[src/hw/apr_regs.vh]
// register map, field positions, reset values and timing for the alert pin two routing block
`ifndef APR_REGS_VH
`define APR_REGS_VH

// ****************************************************************
// register byte offsets
// ****************************************************************
`define APR_OFS_ROUTE       8'h28
`define APR_OFS_ENABLE      8'h40
`define APR_OFS_CTRL        8'h44
`define APR_OFS_STATUS      8'h48
`define APR_OFS_MASK        8'h4C
`define APR_OFS_LIVE        8'h50

// ****************************************************************
// routing register fields
// ****************************************************************
`define APR_ROUTE_WIDTH     24
`define APR_ROUTE_OC_HI     23
`define APR_ROUTE_UC_HI     19
`define APR_ROUTE_OV_HI     15
`define APR_ROUTE_UV_HI     11
`define APR_ROUTE_OP_HI     7
`define APR_ROUTE_ACC_FULL  3
`define APR_ROUTE_CNT_FULL  2
`define APR_ROUTE_CONV_DONE 1
`define APR_ROUTE_UNIMP     0
`define APR_ROUTE_RST       24'h000000
`define APR_ROUTE_IMPL      24'hFFFFFE

// ****************************************************************
// control register fields
// ****************************************************************
`define APR_CTRL_ALERT_FN   0
`define APR_CTRL_GPIO_OUT   1
`define APR_CTRL_WIDTH      2
`define APR_CTRL_RST        2'h0
`define APR_ENABLE_RST      24'h000000

// ****************************************************************
// interrupt status and mask fields
// ****************************************************************
`define APR_IRQ_WIDTH       3
`define APR_IRQ_PIN_RISE    0
`define APR_IRQ_CONV_DONE   1
`define APR_IRQ_ACC_FULL    2
`define APR_IRQ_RST         3'h0

// ****************************************************************
// timing
// ****************************************************************
`define APR_CLK_PERIOD_NS   10
`define APR_CONV_PULSE_NS   5000
`define APR_CONV_PULSE_CYC  ((`APR_CONV_PULSE_NS + `APR_CLK_PERIOD_NS - 1) / `APR_CLK_PERIOD_NS)

`endif

[src/hw/apr_pulse.v]
// retriggerable pulse stretcher for the conversion-complete alert
`timescale 1ns/10ps

module apr_pulse #(
	parameter CYCLES = 500,
	parameter CW     = 10
) (
	input  wire clk,
	input  wire rst,
	input  wire trig,
	output wire active
);

	reg  [CW-1:0] cnt_q;
	reg  [CW-1:0] cnt_d;

	// ****************************************************************
	// counter
	// ****************************************************************
	// a new conversion restarts the full width rather than extending a stale one
	always @* begin
		cnt_d = cnt_q;
		if (trig) begin
			cnt_d = CYCLES[CW-1:0];
		end else if (cnt_q != {CW{1'b0}}) begin
			cnt_d = cnt_q - {{(CW-1){1'b0}}, 1'b1};
		end
	end

	always @(posedge clk) begin
		if (rst) begin
			cnt_q <= {CW{1'b0}};
		end else begin
			cnt_q <= cnt_d;
		end
	end

	assign active = (cnt_q != {CW{1'b0}});

endmodule

[src/hw/apr_top.v]
// alert pin two routing: wishbone registers, condition qualification and pin drive
//
// Summary of operation
// - writable routing register, each set bit selects one alert for pin two.
// - routing affects pin only while pin is configured for alert function.
// - a condition reaches pin only if also globally enabled.
// - bits 23..20 route overcurrent alert of channels one to four.
// - bits 19..16 route undercurrent alert of channels one to four.
// - bits 15..12 route overvoltage alert of channels one to four.
// - bits 11..8 route undervoltage alert of channels one to four.
// - implemented routing bits read and write freely, zero after reset.
// - bit 0 unimplemented: writes ignored, reads zero.
// - bits 7..4 route overpower alert of channels one to four.
// - bit 3 routes accumulator overflow or fullness alert of any channel.
// - bit 2 routes sample counter overflow or fullness alert.
// - bit 1 pulses pin five microseconds at every conversion completion.
//
// Implementation choice: the Wishbone interface to the registers.
`timescale 1ns/10ps
`include "apr_regs.vh"

module apr_top #(
	parameter PULSE_CYCLES = `APR_CONV_PULSE_CYC,
	parameter PULSE_CW     = 10
) (
	input  wire        REF_CLK,
	input  wire        RST,
	input  wire        WB_CYC_I,
	input  wire        WB_STB_I,
	input  wire        WB_WE_I,
	input  wire [7:0]  WB_ADR_I,
	input  wire [3:0]  WB_SEL_I,
	input  wire [31:0] WB_DAT_I,
	output reg  [31:0] WB_DAT_O,
	output reg         WB_ACK_O,
	input  wire [3:0]  COND_OVERCURRENT,
	input  wire [3:0]  COND_UNDERCURRENT,
	input  wire [3:0]  COND_OVERVOLTAGE,
	input  wire [3:0]  COND_UNDERVOLTAGE,
	input  wire [3:0]  COND_OVERPOWER,
	input  wire        COND_ACCUMULATOR_FULL,
	input  wire        COND_SAMPLE_COUNTER_FULL,
	input  wire        CONVERSION_DONE,
	output reg         ALERT_PIN_TWO,
	output reg         IRQ
);

	// ****************************************************************
	// declarations
	// ****************************************************************
	reg  [23:0] alert_pin2_routing_q;
	reg  [23:0] alert_enable_q;
	reg  [1:0]  ctrl_q;
	reg  [2:0]  irq_status_q;
	reg  [2:0]  irq_status_d;
	reg  [2:0]  irq_mask_q;
	reg         pin_prev_q;
	reg         acc_prev_q;
	reg  [31:0] rd_data;
	reg         rd_hit;

	wire        bus_req;
	wire        wr_en;
	wire        rd_en;
	wire [31:0] byte_mask;
	wire [31:0] wr_merge_route;
	wire [31:0] wr_merge_enable;
	wire [31:0] wr_merge_ctrl;
	wire [31:0] wr_merge_mask;
	wire [23:0] cond_vec;
	wire [23:0] qualified;
	wire        any_alert;
	wire        conv_active;
	wire        pin_next;
	wire        alert_fn;
	wire [2:0]  irq_events;

	// ****************************************************************
	// condition vector
	// ****************************************************************
	// channel one sits at the highest bit of each nibble
	genvar g;
	generate
		for (g = 0; g < 4; g = g + 1) begin : g_chan
			assign cond_vec[`APR_ROUTE_OC_HI - g] = COND_OVERCURRENT[g];
			assign cond_vec[`APR_ROUTE_UC_HI - g] = COND_UNDERCURRENT[g];
			assign cond_vec[`APR_ROUTE_OV_HI - g] = COND_OVERVOLTAGE[g];
			assign cond_vec[`APR_ROUTE_UV_HI - g] = COND_UNDERVOLTAGE[g];
			assign cond_vec[`APR_ROUTE_OP_HI - g] = COND_OVERPOWER[g];
		end
	endgenerate

	assign cond_vec[`APR_ROUTE_ACC_FULL]  = COND_ACCUMULATOR_FULL;
	assign cond_vec[`APR_ROUTE_CNT_FULL]  = COND_SAMPLE_COUNTER_FULL;
	assign cond_vec[`APR_ROUTE_CONV_DONE] = conv_active;
	assign cond_vec[`APR_ROUTE_UNIMP]     = 1'b0;

	// ****************************************************************
	// conversion-complete pulse
	// ****************************************************************
	// the pulse runs whatever the routing bit says; routing only gates the pin
	apr_pulse #(
		.CYCLES (PULSE_CYCLES),
		.CW     (PULSE_CW)
	) u_conv_pulse (
		.clk    (REF_CLK),
		.rst    (RST),
		.trig   (CONVERSION_DONE),
		.active (conv_active)
	);

	// ****************************************************************
	// qualification and pin drive
	// ****************************************************************
	assign qualified = cond_vec & alert_enable_q & alert_pin2_routing_q;
	assign any_alert = |qualified;
	assign alert_fn  = ctrl_q[`APR_CTRL_ALERT_FN];

	// outside alert function the pin follows the plain output bit only
	assign pin_next = alert_fn ? any_alert : ctrl_q[`APR_CTRL_GPIO_OUT];

	always @(posedge REF_CLK) begin
		if (RST) begin
			ALERT_PIN_TWO <= 1'b0;
		end else begin
			ALERT_PIN_TWO <= pin_next;
		end
	end

	// ****************************************************************
	// wishbone slave
	// ****************************************************************
	// every access answers one cycle after the strobe; ack drops the cycle after
	assign bus_req = WB_CYC_I & WB_STB_I & ~WB_ACK_O;
	// a write lands on the edge at which the master sees ack, never earlier
	assign wr_en   = WB_CYC_I & WB_STB_I & WB_ACK_O & WB_WE_I;
	assign rd_en   = bus_req & ~WB_WE_I;

	assign byte_mask = {{8{WB_SEL_I[3]}}, {8{WB_SEL_I[2]}}, {8{WB_SEL_I[1]}}, {8{WB_SEL_I[0]}}};

	assign wr_merge_route  = ({8'h00, alert_pin2_routing_q} & ~byte_mask) | (WB_DAT_I & byte_mask);
	assign wr_merge_enable = ({8'h00, alert_enable_q} & ~byte_mask) | (WB_DAT_I & byte_mask);
	assign wr_merge_ctrl   = ({30'h00000000, ctrl_q} & ~byte_mask) | (WB_DAT_I & byte_mask);
	assign wr_merge_mask   = ({29'h00000000, irq_mask_q} & ~byte_mask) | (WB_DAT_I & byte_mask);

	always @(posedge REF_CLK) begin
		if (RST) begin
			WB_ACK_O <= 1'b0;
		end else begin
			WB_ACK_O <= bus_req;
		end
	end

	// ****************************************************************
	// writable registers
	// ****************************************************************
	always @(posedge REF_CLK) begin
		if (RST) begin
			alert_pin2_routing_q <= `APR_ROUTE_RST;
		end else if (wr_en && WB_ADR_I == `APR_OFS_ROUTE) begin
			// bit 0 has no storage behind it
			alert_pin2_routing_q <= wr_merge_route[23:0] & `APR_ROUTE_IMPL;
		end
	end

	always @(posedge REF_CLK) begin
		if (RST) begin
			alert_enable_q <= `APR_ENABLE_RST;
		end else if (wr_en && WB_ADR_I == `APR_OFS_ENABLE) begin
			alert_enable_q <= wr_merge_enable[23:0] & `APR_ROUTE_IMPL;
		end
	end

	always @(posedge REF_CLK) begin
		if (RST) begin
			ctrl_q <= `APR_CTRL_RST;
		end else if (wr_en && WB_ADR_I == `APR_OFS_CTRL) begin
			ctrl_q <= wr_merge_ctrl[1:0];
		end
	end

	always @(posedge REF_CLK) begin
		if (RST) begin
			irq_mask_q <= `APR_IRQ_RST;
		end else if (wr_en && WB_ADR_I == `APR_OFS_MASK) begin
			irq_mask_q <= wr_merge_mask[2:0];
		end
	end

	// ****************************************************************
	// interrupt events
	// ****************************************************************
	always @(posedge REF_CLK) begin
		if (RST) begin
			pin_prev_q <= 1'b0;
			acc_prev_q <= 1'b0;
		end else begin
			pin_prev_q <= ALERT_PIN_TWO;
			acc_prev_q <= COND_ACCUMULATOR_FULL;
		end
	end

	assign irq_events[`APR_IRQ_PIN_RISE]  = ALERT_PIN_TWO & ~pin_prev_q;
	assign irq_events[`APR_IRQ_CONV_DONE] = CONVERSION_DONE;
	assign irq_events[`APR_IRQ_ACC_FULL]  = COND_ACCUMULATOR_FULL & ~acc_prev_q;

	// a read clears the status, but an event in the same cycle survives it
	always @* begin
		irq_status_d = irq_status_q;
		if (rd_en && WB_ADR_I == `APR_OFS_STATUS) begin
			irq_status_d = `APR_IRQ_RST;
		end
		irq_status_d = irq_status_d | irq_events;
	end

	always @(posedge REF_CLK) begin
		if (RST) begin
			irq_status_q <= `APR_IRQ_RST;
		end else begin
			irq_status_q <= irq_status_d;
		end
	end

	always @(posedge REF_CLK) begin
		if (RST) begin
			IRQ <= 1'b0;
		end else begin
			IRQ <= |(irq_status_d & irq_mask_q);
		end
	end

	// ****************************************************************
	// read path
	// ****************************************************************
	// unmapped addresses still acknowledge and return zero
	always @* begin
		rd_data = 32'h00000000;
		rd_hit  = 1'b1;
		case (WB_ADR_I)
			`APR_OFS_ROUTE: begin
				rd_data = {8'h00, alert_pin2_routing_q & `APR_ROUTE_IMPL};
			end
			`APR_OFS_ENABLE: begin
				rd_data = {8'h00, alert_enable_q};
			end
			`APR_OFS_CTRL: begin
				rd_data = {30'h00000000, ctrl_q};
			end
			`APR_OFS_STATUS: begin
				rd_data = {29'h00000000, irq_status_q};
			end
			`APR_OFS_MASK: begin
				rd_data = {29'h00000000, irq_mask_q};
			end
			`APR_OFS_LIVE: begin
				// live conditions in routing layout, pin level in bit 0
				rd_data = {8'h00, cond_vec[23:1], ALERT_PIN_TWO};
			end
			default: begin
				rd_hit = 1'b0;
			end
		endcase
	end

	always @(posedge REF_CLK) begin
		if (RST) begin
			WB_DAT_O <= 32'h00000000;
		end else if (rd_en) begin
			WB_DAT_O <= rd_hit ? rd_data : 32'h00000000;
		end else begin
			WB_DAT_O <= 32'h00000000;
		end
	end

endmodule

[config.mk]
export PLATFORM = sky130hd
export DESIGN_NAME = apr_top
export DESIGN_NICKNAME = d
export VERILOG_FILES = /design/src/hw/apr_pulse.v /design/src/hw/apr_top.v
export VERILOG_INCLUDE_DIRS = /design/src /design/src/hw
export SDC_FILE = /design/constraint.sdc
export NUM_CORES = 1
export LEC_CHECK = 0
export BUFFER_PORTS_ARGS = -buffer_cell sky130_fd_sc_hd__clkbuf_2
export CORE_MARGIN = 2
export CORE_UTILIZATION = 48
export DETAILED_ROUTE_END_ITERATION = 12
export GPL_TIMING_DRIVEN = 0
export PLACE_DENSITY = 0.86
export SLEW_MARGIN = 25
export SYNTH_ARGS = -nofsm -noshare
export SYNTH_HDL_FRONTEND = slang
export SYNTH_HIERARCHICAL = 1
export SYNTH_SLANG_ARGS = --single-unit
[constraint.sdc]
create_clock -name REF_CLK -period 1.7 [get_ports REF_CLK]
set_input_delay 0.17 -clock REF_CLK [delete_from_list [all_inputs] [get_ports REF_CLK]]
set_output_delay 0.17 -clock REF_CLK [all_outputs]
set_load 0.05 [all_outputs]
==> run_results.csv, run 1 <==
group,metric,value,unit
floorplan,die_area,9436,sq um
layout,drive_gt1_share,34.40,%
setup_path,rr_worst_depth,5,
layout,multi_input_area,2158,sq um
outcome,outcome,"complete, but fails checks",
yosys,netlist_area,4164,sq um
power_and_ir_drop,power,0.004407,W
cts,cts.path.max_buffers,2,
route,vias,3700,
sta,relSlewSlack,58.50,%
global_routing,gr-usage-all-layers,23.82,%
route,wirelength,11200,microns
cts,cts_buffers,9,
setup_path,r2r_start,"u_conv_pulse/cnt_q[0]",
layout,regArea,1866,sq um
cts,cts_tree,"done",
floorplan,pin_count,107,
global_routing,grt_pass1_vias,3753,
power_and_ir_drop,power_frac_clock,39.4,%
floorplan,start_util,50.17,%
power_and_ir_drop,power.density,866.0,nW/um^2
placed_design,detailed_place_hpwl,8159,microns
global_routing,grt_max_degree,19,
layout,layout.cells.non_filler,637,
power_and_ir_drop,comb_power_share,9.6,%
sta,rsz0062_at_grt,"yes",
sta,fmax,574.9,MHz
route,viasPerCell,5.808,
setup_path,r2r-end,"u_conv_pulse/cnt_q[8]",
sta,setup_violations,1,
yosys,synth_edf_count,0,
yosys,synth_cell_type_count,59,
sta,fin_crit_sh,102.3,%
setup_path,required,2000,ps
route,drc,0,
yosys,ys_warn_count,6,
power_and_ir_drop,pwr-share-seq,51.0,%
global_routing,grt_antenna_before_repair,0,
placed_design,portBuffers,87,
cts,clkLatencyLatePin,370,ps
route,dr.first_iter.drc_count,328,
yosys,syn_inst,418,
power_and_ir_drop,peakVddDrop,0.5851,mV
worst_hold_path,worstHoldPathType,"input port to register",
cts,postCtsHoldBufs,0,
sta,fin_skew,10.37,ps
power_and_ir_drop,net-switching-power,0.001161,W
floorplan,dieHeight,97.14,microns
sta,tightest_slew,622.5,ps
setup_path,cp_max_fo,5,
route,drt_first_pass_iters,6,
yosys,ys_seq_area_share,44.71,%
cts,cts.sinks,93,
worst_hold_path,hp-start,"WB_DAT_I[16]",
global_routing,grt_first_pass_wirelength,18320,microns
layout,finish.net_count,600,
sta,hold_viol_final,0,
floorplan,num_rows,33,
floorplan,fp.coreArea,8299,sq um
power_and_ir_drop,p_leak,2.327,nW
worst_hold_path,min_path_cells,3,
route,ant_nets,0,
power_and_ir_drop,p_int,0.003245,W
yosys,synth-seq-cells,93,
setup_path,cp-start-kind,"register",
power_and_ir_drop,sw_frac_of_total,26.36,%
layout,syn2layout_area_growth,22.21,%
yosys,syn_avg_cell_area,9.962,sq um
sta,period_minus_slack,1740,ps
layout,fillers,691,
global_routing,overflow,0,
yosys,synth_ff_type,"dfxtp_1",
sta,setup_ws,-39.53,ps
setup_path,worst_ep_arrival_time,2040,ps
cts,clk_pin_slew,100,ps
placed_design,dp_cells,617,
cts,root_buffer,"clkbuf_8",
floorplan,die_width,97.14,microns
route,wl_per_cell,17.58,microns
outcome,violations,"negative setup slack",
layout,diodes,0,
setup_path,path_class,"register to register",
cts,cts_max_level,3,
setup_path,reg2reg_slack,-40,ps
yosys,async_flop_share,0,%
sta,slew_violations,0,
setup_path,cp-end-kind,"register",
flow_run,cap_violations,0,
placed_design,gp_congestion,0.9021,
[worst max-delay path, cell delays in order, from the launching register on]
cell	delay [ps]
dfxtp_2	340
inv_2	60
ha_4	140
or4b_4	500
or4_4	500
a31oi_2	130
[kinds of logic after synthesis]
kind of cell,share of synthesized area [%]
compound gates,12.44
fa+ha+maj,0.3004
buf+inv,5.499
flops,44.71
mux,13.01
other cells,0.09006
simple gates,23.95
[layout by cell type (no fill, tap or decap), types with 3 or more instances in the layout]
| cell | netlist | layout |
|---|---|---|
| dfxtp_1 | 93 | 90 |
| clkbuf_2 | 0 | 87 |
| nor2_1 | 67 | 67 |
| mux2i_1 | 53 | 53 |
| nand3_1 | 24 | 23 |
| a222oi_1 | 22 | 22 |
| nor2_2 | 21 | 21 |
| buf_4 | 10 | 13 |
| a31oi_1 | 10 | 9 |
| clkbuf_8 | 0 | 9 |
| clkbuf_1 | 8 | 8 |
| nand2_1 | 8 | 8 |
| conb_1 | 1 | 8 |
| inv_1 | 9 | 7 |
| o21ai_0 | 7 | 7 |
| nand3_4 | 6 | 6 |
| buf_2 | 6 | 6 |
| a21oi_1 | 6 | 6 |
| and3_1 | 6 | 6 |
| buf_6 | 4 | 5 |
| dfxtp_2 | 0 | 3 |
| nor4b_4 | 2 | 3 |
| a22o_1 | 3 | 3 |
| nor2b_1 | 3 | 3 |
| nor4_1 | 4 | 3 |
| nor3_1 | 5 | 3 |
| inv_8 | 0 | 3 |
[area by class of cell]
type / instances / area share [%]
buffer: 29 / 3.910
timing repair buffer: 91 / 9.147
multi-input combinational: 294 / 42.41
clock inverter: 7 / 2.188
sequential: 93 / 36.66
inverter: 9 / 0.6639
clock buffer: 9 / 2.434
tap: 105 / 2.582
[cells in the mapped netlist (7+ instances only)]
cell type	n	share of area, %
a222oi_1	22	5.3
o21ai_0	7	0.84
buf_4	10	1.8
nand3_1	24	2.9
nor2_2	21	3.2
inv_1	9	0.81
nor2_1	67	6.0
a31oi_1	10	1.5
clkbuf_1	8	0.72
dfxtp_1	93	45
nand2_1	8	0.72
mux2i_1	53	13
[power groups by stage]
stage               registers [W]  clock network [W]  logic [W]
global route              0.00226            0.00182   0.000456
global placement          0.00229                  0   0.000373
CTS                       0.00225            0.00175   0.000408
finish                    0.00225            0.00174   0.000424
floorplan                 0.00229                  0   0.000221
detailed placement        0.00229                  0   0.000381
[how the worst max path moves through the flow]
| stage | to | startpoint | depth (start not counted) | slack, ps |
|---|---|---|---|---|
| 2_1_floorplan | u_conv_pulse/cnt_q[8] | u_conv_pulse/cnt_q[0] | 5 | 20 |
| 3_5_place_dp | ALERT_PIN_TWO | u_conv_pulse/cnt_q[0] | 8 | -310 |
| 4_1_cts | u_conv_pulse/cnt_q[8] | u_conv_pulse/cnt_q[0] | 5 | -30 |
| 6_report | u_conv_pulse/cnt_q[8] | u_conv_pulse/cnt_q[0] | 5 | -40 |
| 3_3_place_gp | ALERT_PIN_TWO | u_conv_pulse/cnt_q[0] | 8 | -320 |
| 5_1_grt | u_conv_pulse/cnt_q[8] | u_conv_pulse/cnt_q[1] | 5 | -100 |
[stage by stage]
step	utilization [%]	worst slack [ps]	area (sq um)	hold slack, ps	TNS (ps)
after floorplan	-	21.24	4194	248.5	0
after global placement	57.36	-323.3	4761	404.6	-707.3
after detailed placement	57.36	-310.0	4761	412.3	-1119
after CTS	60.89	-31.37	5054	24.49	-31.37
after global routing	61.31	-103.1	5089	46.15	-224.3
final	61.31	-39.53	5089	46.76	-39.53
[routing by layer]
layer / track usage, % / wire length [microns]
met1: 29.39 / 4558
met2: 41.13 / 5547
met3: 5.108 / 851
met4: 8.234 / 244
met5: 0 / 0
[what timing repair did]
action / CTS / global route
setup buffers: 4 / 0
gates resized for setup: 7 / 7
setup endpoints to repair: 5 / 7
pin swaps: 0 / 3
(Power assumes the default switching activity.)
==> run 2: changes to the inputs <==
clock period = 1.4 ns   (was 1.7 ns; I/O delays follow)
==> run 2 against run 1 <==
Against the previous run:
- the run still ends with negative setup slack left
- highest routed layer unchanged
- critical endpoint unchanged
- sequential share of layout area shrank 0.88 points
- clock power barely moved
- critical path depth is the same
==> run_results.csv, run 2 (synthesis gave the netlist of run 1 again) <==
group,metric,value,unit
outcome,outcome,"complete, but fails checks",
outcome,violations,"negative setup slack",
floorplan,dieHeight,97.14,microns
setup_path,critPathBufInv,1,
route,dr.first_iter.drc_count,397,
layout,syn2layout_area_growth,25.72,%
global_routing,grt_first_pass_wirelength,18580,microns
layout,drive_gt1_share,37.59,%
setup_path,cp-start-kind,"register",
placed_design,gp_congestion,0.8983,
setup_path,cpMaxStageDelayCell,"or4b_4",
sta,fmax,575.5,MHz
route,drt_first_pass_iters,6,
setup_path,slowest_delay,490,ps
power_and_ir_drop,peakVddDrop,0.7730,mV
sta,fin_skew,9.888,ps
setup_path,cp-end-kind,"register",
floorplan,pin_count,107,
power_and_ir_drop,p_leak,2.362,nW
setup_path,cpLargestDelayFamily,"simple AND/OR/NAND/NOR gates",
floorplan,fp.coreArea,8299,sq um
layout,diodes,0,
power_and_ir_drop,pwr-share-seq,53.7,%
placed_design,portBuffers,87,
sta,relSlewSlack,58.02,%
setup_path,cp_num_cells,5,
sta,period_minus_slack,1738,ps
floorplan,die_width,97.14,microns
global_routing,use_met2,41.13,%
cts,cts_tree,"done",
route,ant_nets,0,
cts,cts.sinks,93,
cts,cts_max_level,3,
power_and_ir_drop,sw_frac_of_total,28.38,%
flow_run,cap_violations,0,
setup_path,crit_end,"u_conv_pulse/cnt_q[8]",
global_routing,grt_max_degree,18,
global_routing,use_met3,5.612,%
layout,final_common_cell,"dfxtp_1",
layout,layout.cells.non_filler,645,
sta,slew_violations,0,
sta,setup_ws,-337.6,ps
setup_path,required,1700,ps
floorplan,num_rows,33,
power_and_ir_drop,p_int,0.003650,W
global_routing,grt_antenna_before_repair,0,
cts,clkLatencyLatePin,380,ps
sta,setup_violations,19,
route,drc,0,
placed_design,detailed_place_hpwl,8049,microns
setup_path,reg2reg_slack,-340,ps
sta,rsz0062_at_grt,"yes",
setup_path,worstPathCellList,"inv_2 -> ha_4 -> or4b_4 -> or4_1 -> a31oi_1",
route,viasPerCell,5.936,
floorplan,die_area,9436,sq um
global_routing,gr-usage-all-layers,24.39,%
route,vias,3829,
layout,final_cell_mix,"88 x dfxtp_1, 87 x clkbuf_2, 65 x nor2_1",
power_and_ir_drop,comb_power_share,11.7,%
layout,fillers,652,
cts,cts.path.max_buffers,2,
sta,hold_viol_final,0,
placed_design,dp_cells,617,
setup_path,worst_ep_arrival_time,2030,ps
layout,finish.net_count,608,
setup_path,cp_max_fo,4,
cts,clk_pin_slew,110,ps
power_and_ir_drop,power.density,973.5,nW/um^2
global_routing,grt_pass1_vias,3754,
cts,cts_buffers,9,
route,wirelength,11780,microns
setup_path,path_class,"register to register",
setup_path,r2r_start,"u_conv_pulse/cnt_q[0]",
power_and_ir_drop,net-switching-power,0.001446,W
sta,whs,13.11,ps
sta,tightest_slew,629.7,ps
global_routing,overflow,0,
floorplan,start_util,50.17,%
cts,root_buffer,"clkbuf_8",
setup_path,r2r-end,"u_conv_pulse/cnt_q[8]",
global_routing,met1_usage,29.86,%
route,wl_per_cell,18.26,microns
sta,fin_crit_sh,124.1,%
setup_path,rr_worst_depth,5,
power_and_ir_drop,power_frac_clock,34.6,%
setup_path,cp-startpoint,"u_conv_pulse/cnt_q[0]",
worst_hold_path,worstHoldPathType,"input port to register",
cts,postCtsHoldBufs,0,
global_routing,grt.busiest_layer,"met2",
## run 2: per-layer routing
metal / up-vias / routed length (microns)
met3: 36 / 1049
met2: 217 / 5763
met1: 1810 / 4603
li1: 1766 / -
met5: - / 0
met4: 0 / 360
## run 2: how the worst min path moves through the flow
stage                          from                    end  slack [ps]  depth (start not counted)
global placement       WB_DAT_I[17]               register         390                          3
floorplan           CONVERSION_DONE  u_conv_pulse/cnt_q[0]         210                          1
detailed placement     WB_DAT_I[17]               register         400                          3
finish                 WB_DAT_I[13]               register          10                          3
global route           WB_DAT_I[17]               register          20                          3
CTS                    WB_DAT_I[17]               register          10                          3
## run 2: worst min-delay path, stage by stage
cell and delay [ps]:
clkbuf_2 90, mux2i_1 60, nor2_1 70
## run 2: area by class of cell
class / instances / area (sq um) / area share (%)
buffer: 28 / 195.2 / 3.728
sequential: 93 / 1873 / 35.78
clock inverter: 6 / 52.55 / 1.004
multi-input combinational: 294 / 2255 / 43.07
tap: 105 / 131.4 / 2.510
clock buffer: 10 / 137.6 / 2.629
inverter: 9 / 33.78 / 0.6453
timing repair buffer: 100 / 556.8 / 10.64
## run 2: timing repair
item,CTS,global route
resized for setup,13,20
buffers inserted,9,5
endpoints found under the setup margin,17,78
endpoints found under the hold margin,0,0
pin swaps,10,14
gates cloned,0,0
## run 2: power groups by stage
stage / Combinational (W) / Clock, W / Sequential [W]
CTS: 0.000526 / 0.00176 / 0.00273
floorplan: 0.000276 / 0 / 0.00278
global placement: 0.000454 / 0 / 0.00278
detailed placement: 0.000465 / 0 / 0.00278
finish: 0.000596 / 0.00176 / 0.00274
global route: 0.000636 / 0.00187 / 0.00274
## run 2: stage by stage
stage	setup slack [ps]	util (%)	setup TNS [ps]	power (W)	instance area [sq um]
4_1_cts	-266.3	61.74	-1542	0.005011	5124
5_1_grt	-396.8	63.08	-4576	0.005248	5235
6_report	-337.6	63.08	-2013	0.005096	5235
3_5_place_dp	-339.6	57.79	-19650	0.003250	4796
2_1_floorplan	-260.7	-	-894.2	0.003053	4229
3_3_place_gp	-309.2	57.79	-16990	0.003236	4796
==> run 3: changes to the inputs <==
SKIP_CTS_REPAIR_TIMING = 1   (was not set)
SKIP_LAST_GASP = 1   (was not set)
==> run 3 against run 2 <==
Against the previous run:
- the flow still finishes with violations (negative setup slack)
- global-route usage is 1.4 points lower
- largest cell class unchanged
- total power is 0.58% lower
- non-clock buffer count is 1 higher
- die area stayed put
- critical endpoint unchanged
- fmax is 2.1% lower
- final area is 1.2% lower
==> run_results.csv, run 3 (synthesis gave the netlist of run 1 again) <==
group,metric,value,unit
power_and_ir_drop,power,0.005067,W
cts,clk_pin_slew,100,ps
sta,slew_violations,0,
sta,fin_skew,11.18,ps
cts,clkLatencyLatePin,370,ps
floorplan,num_rows,33,
layout,final_common_cell,"dfxtp_1",
setup_path,r2r_start,"u_conv_pulse/cnt_q[0]",
cts,root_buffer,"clkbuf_8",
route,drc,0,
placed_design,gp_congestion,0.8983,
floorplan,pin_count,107,
flow_run,cap_violations,0,
cts,cts_max_level,3,
setup_path,cpMaxStageDelayCell,"or4b_4",
route,viasPerCell,5.926,
floorplan,die_area,9436,sq um
floorplan,dieHeight,97.14,microns
route,wl_per_cell,18.02,microns
sta,fmax,563.2,MHz
sta,tightest_slew,615.8,ps
power_and_ir_drop,peakVddDrop,0.7980,mV
setup_path,rr_worst_depth,5,
global_routing,grt_pass1_vias,3611,
cts,cts.path.max_buffers,2,
setup_path,cpLargestDelayFamily,"simple AND/OR/NAND/NOR gates",
route,vias,3828,
global_routing,grt_antenna_before_repair,0,
cts,cts.sinks,93,
floorplan,fp.coreArea,8299,sq um
layout,diodes,0,
cts,cts_tree,"done",
sta,setup_violations,18,
setup_path,cp_max_fo,4,
floorplan,start_util,50.17,%
layout,final_cell_mix,"89 x dfxtp_1, 87 x clkbuf_2, 67 x nor2_1",
setup_path,slowest_delay,480,ps
outcome,outcome,"complete, but fails checks",
setup_path,path_class,"register to register",
global_routing,gr-usage-all-layers,23.04,%
sta,setup_ws,-375.6,ps
sta,whs,17.20,ps
setup_path,cp-start-kind,"register",
setup_path,worst_ep_arrival_time,2070,ps
sta,rsz0062_at_grt,"yes",
placed_design,detailed_place_hpwl,8049,microns
global_routing,grt_max_degree,18,
power_and_ir_drop,power.density,979.3,nW/um^2
setup_path,worstPathCellList,"inv_2 -> ha_4 -> or4b_4 -> or4_1 -> a31oi_1",
floorplan,die_width,97.14,microns
setup_path,cp-end-kind,"register",
global_routing,overflow,0,
setup_path,cp_num_cells,5,
setup_path,critPathBufInv,1,
sta,fin_crit_sh,126.8,%
worst_hold_path,min_path_cells,3,
outcome,violations,"negative setup slack",
setup_path,reg2reg_slack,-380,ps
layout,syn2layout_area_growth,24.25,%
sta,hold_viol_final,0,
sta,period_minus_slack,1776,ps
route,ant_nets,0,
global_routing,grt_first_pass_wirelength,17680,microns
setup_path,required,1690,ps
cts,cts_buffers,9,
worst_hold_path,hp-start,"WB_DAT_I[17]",
setup_path,r2r-end,"u_conv_pulse/cnt_q[8]",
layout,drive_gt1_share,36.41,%
route,wirelength,11640,microns
route,drt_first_pass_iters,6,
worst_hold_path,worstHoldPathType,"input port to register",
power_and_ir_drop,p_leak,2.362,nW
route,dr.first_iter.drc_count,375,
layout,fillers,648,
sta,relSlewSlack,58.95,%
layout,finish.net_count,609,
placed_design,portBuffers,87,
[run 3: report_power, final]
part	switching (W)	total, W	internal, W
clock	0.00103	0.00175	0.000722
sequential	0.0000569	0.00274	0.00268
combinational	0.000336	0.000578	0.000243
total	0.00142	0.00507	0.00364
[run 3: stage by stage]
step	TNS, ps	utilization [%]	cells	cell area [sq um]	setup WS (ps)
2_1_floorplan	-894.2	-	425	4229	-260.7
3_3_place_gp	-16990	57.79	617	4796	-309.2
3_5_place_dp	-19650	57.79	617	4796	-339.6
4_1_cts	-2371	60.08	633	4986	-368.0
5_1_grt	-3956	62.34	646	5174	-371.2
6_report	-2028	62.34	646	5174	-375.6
[run 3: layout make-up]
class,instances,area [sq um],share of cell area (%)
multi-input cells,294,2195,42.42
flip-flops and latches,93,1872,36.18
repair buffers,101,556.8,10.76
plain buffers,28,195.2,3.773
clock buffers,10,137.6,2.660
well taps,105,131.4,2.539
clock inverters,6,52.55,1.016
inverters,9,33.78,0.6530
[run 3: how the worst max path moves through the flow]
stage,from,endpoint,slack (ps)
global route,u_conv_pulse/cnt_q[0],u_conv_pulse/cnt_q[8],-370
CTS,u_conv_pulse/cnt_q[1],u_conv_pulse/cnt_q[8],-370
floorplan,u_conv_pulse/cnt_q[1],u_conv_pulse/cnt_q[8],-260
finish,u_conv_pulse/cnt_q[0],u_conv_pulse/cnt_q[8],-380
detailed placement,u_conv_pulse/cnt_q[1],u_conv_pulse/cnt_q[8],-340
global placement,u_conv_pulse/cnt_q[1],u_conv_pulse/cnt_q[8],-310
[run 3: layer usage]
metal	wire length (microns)	GRT usage, %
met4	285	9.642
met3	1128	5.180
met2	5671	37.50
met1	4553	29.49
met5	0	0
[run 3: worst register-to-register path: stages (launching register included)]
cell	delay, ps
dfxtp_2	340
inv_2	80
ha_4	160
or4b_4	490
or4_1	480
a31oi_1	150
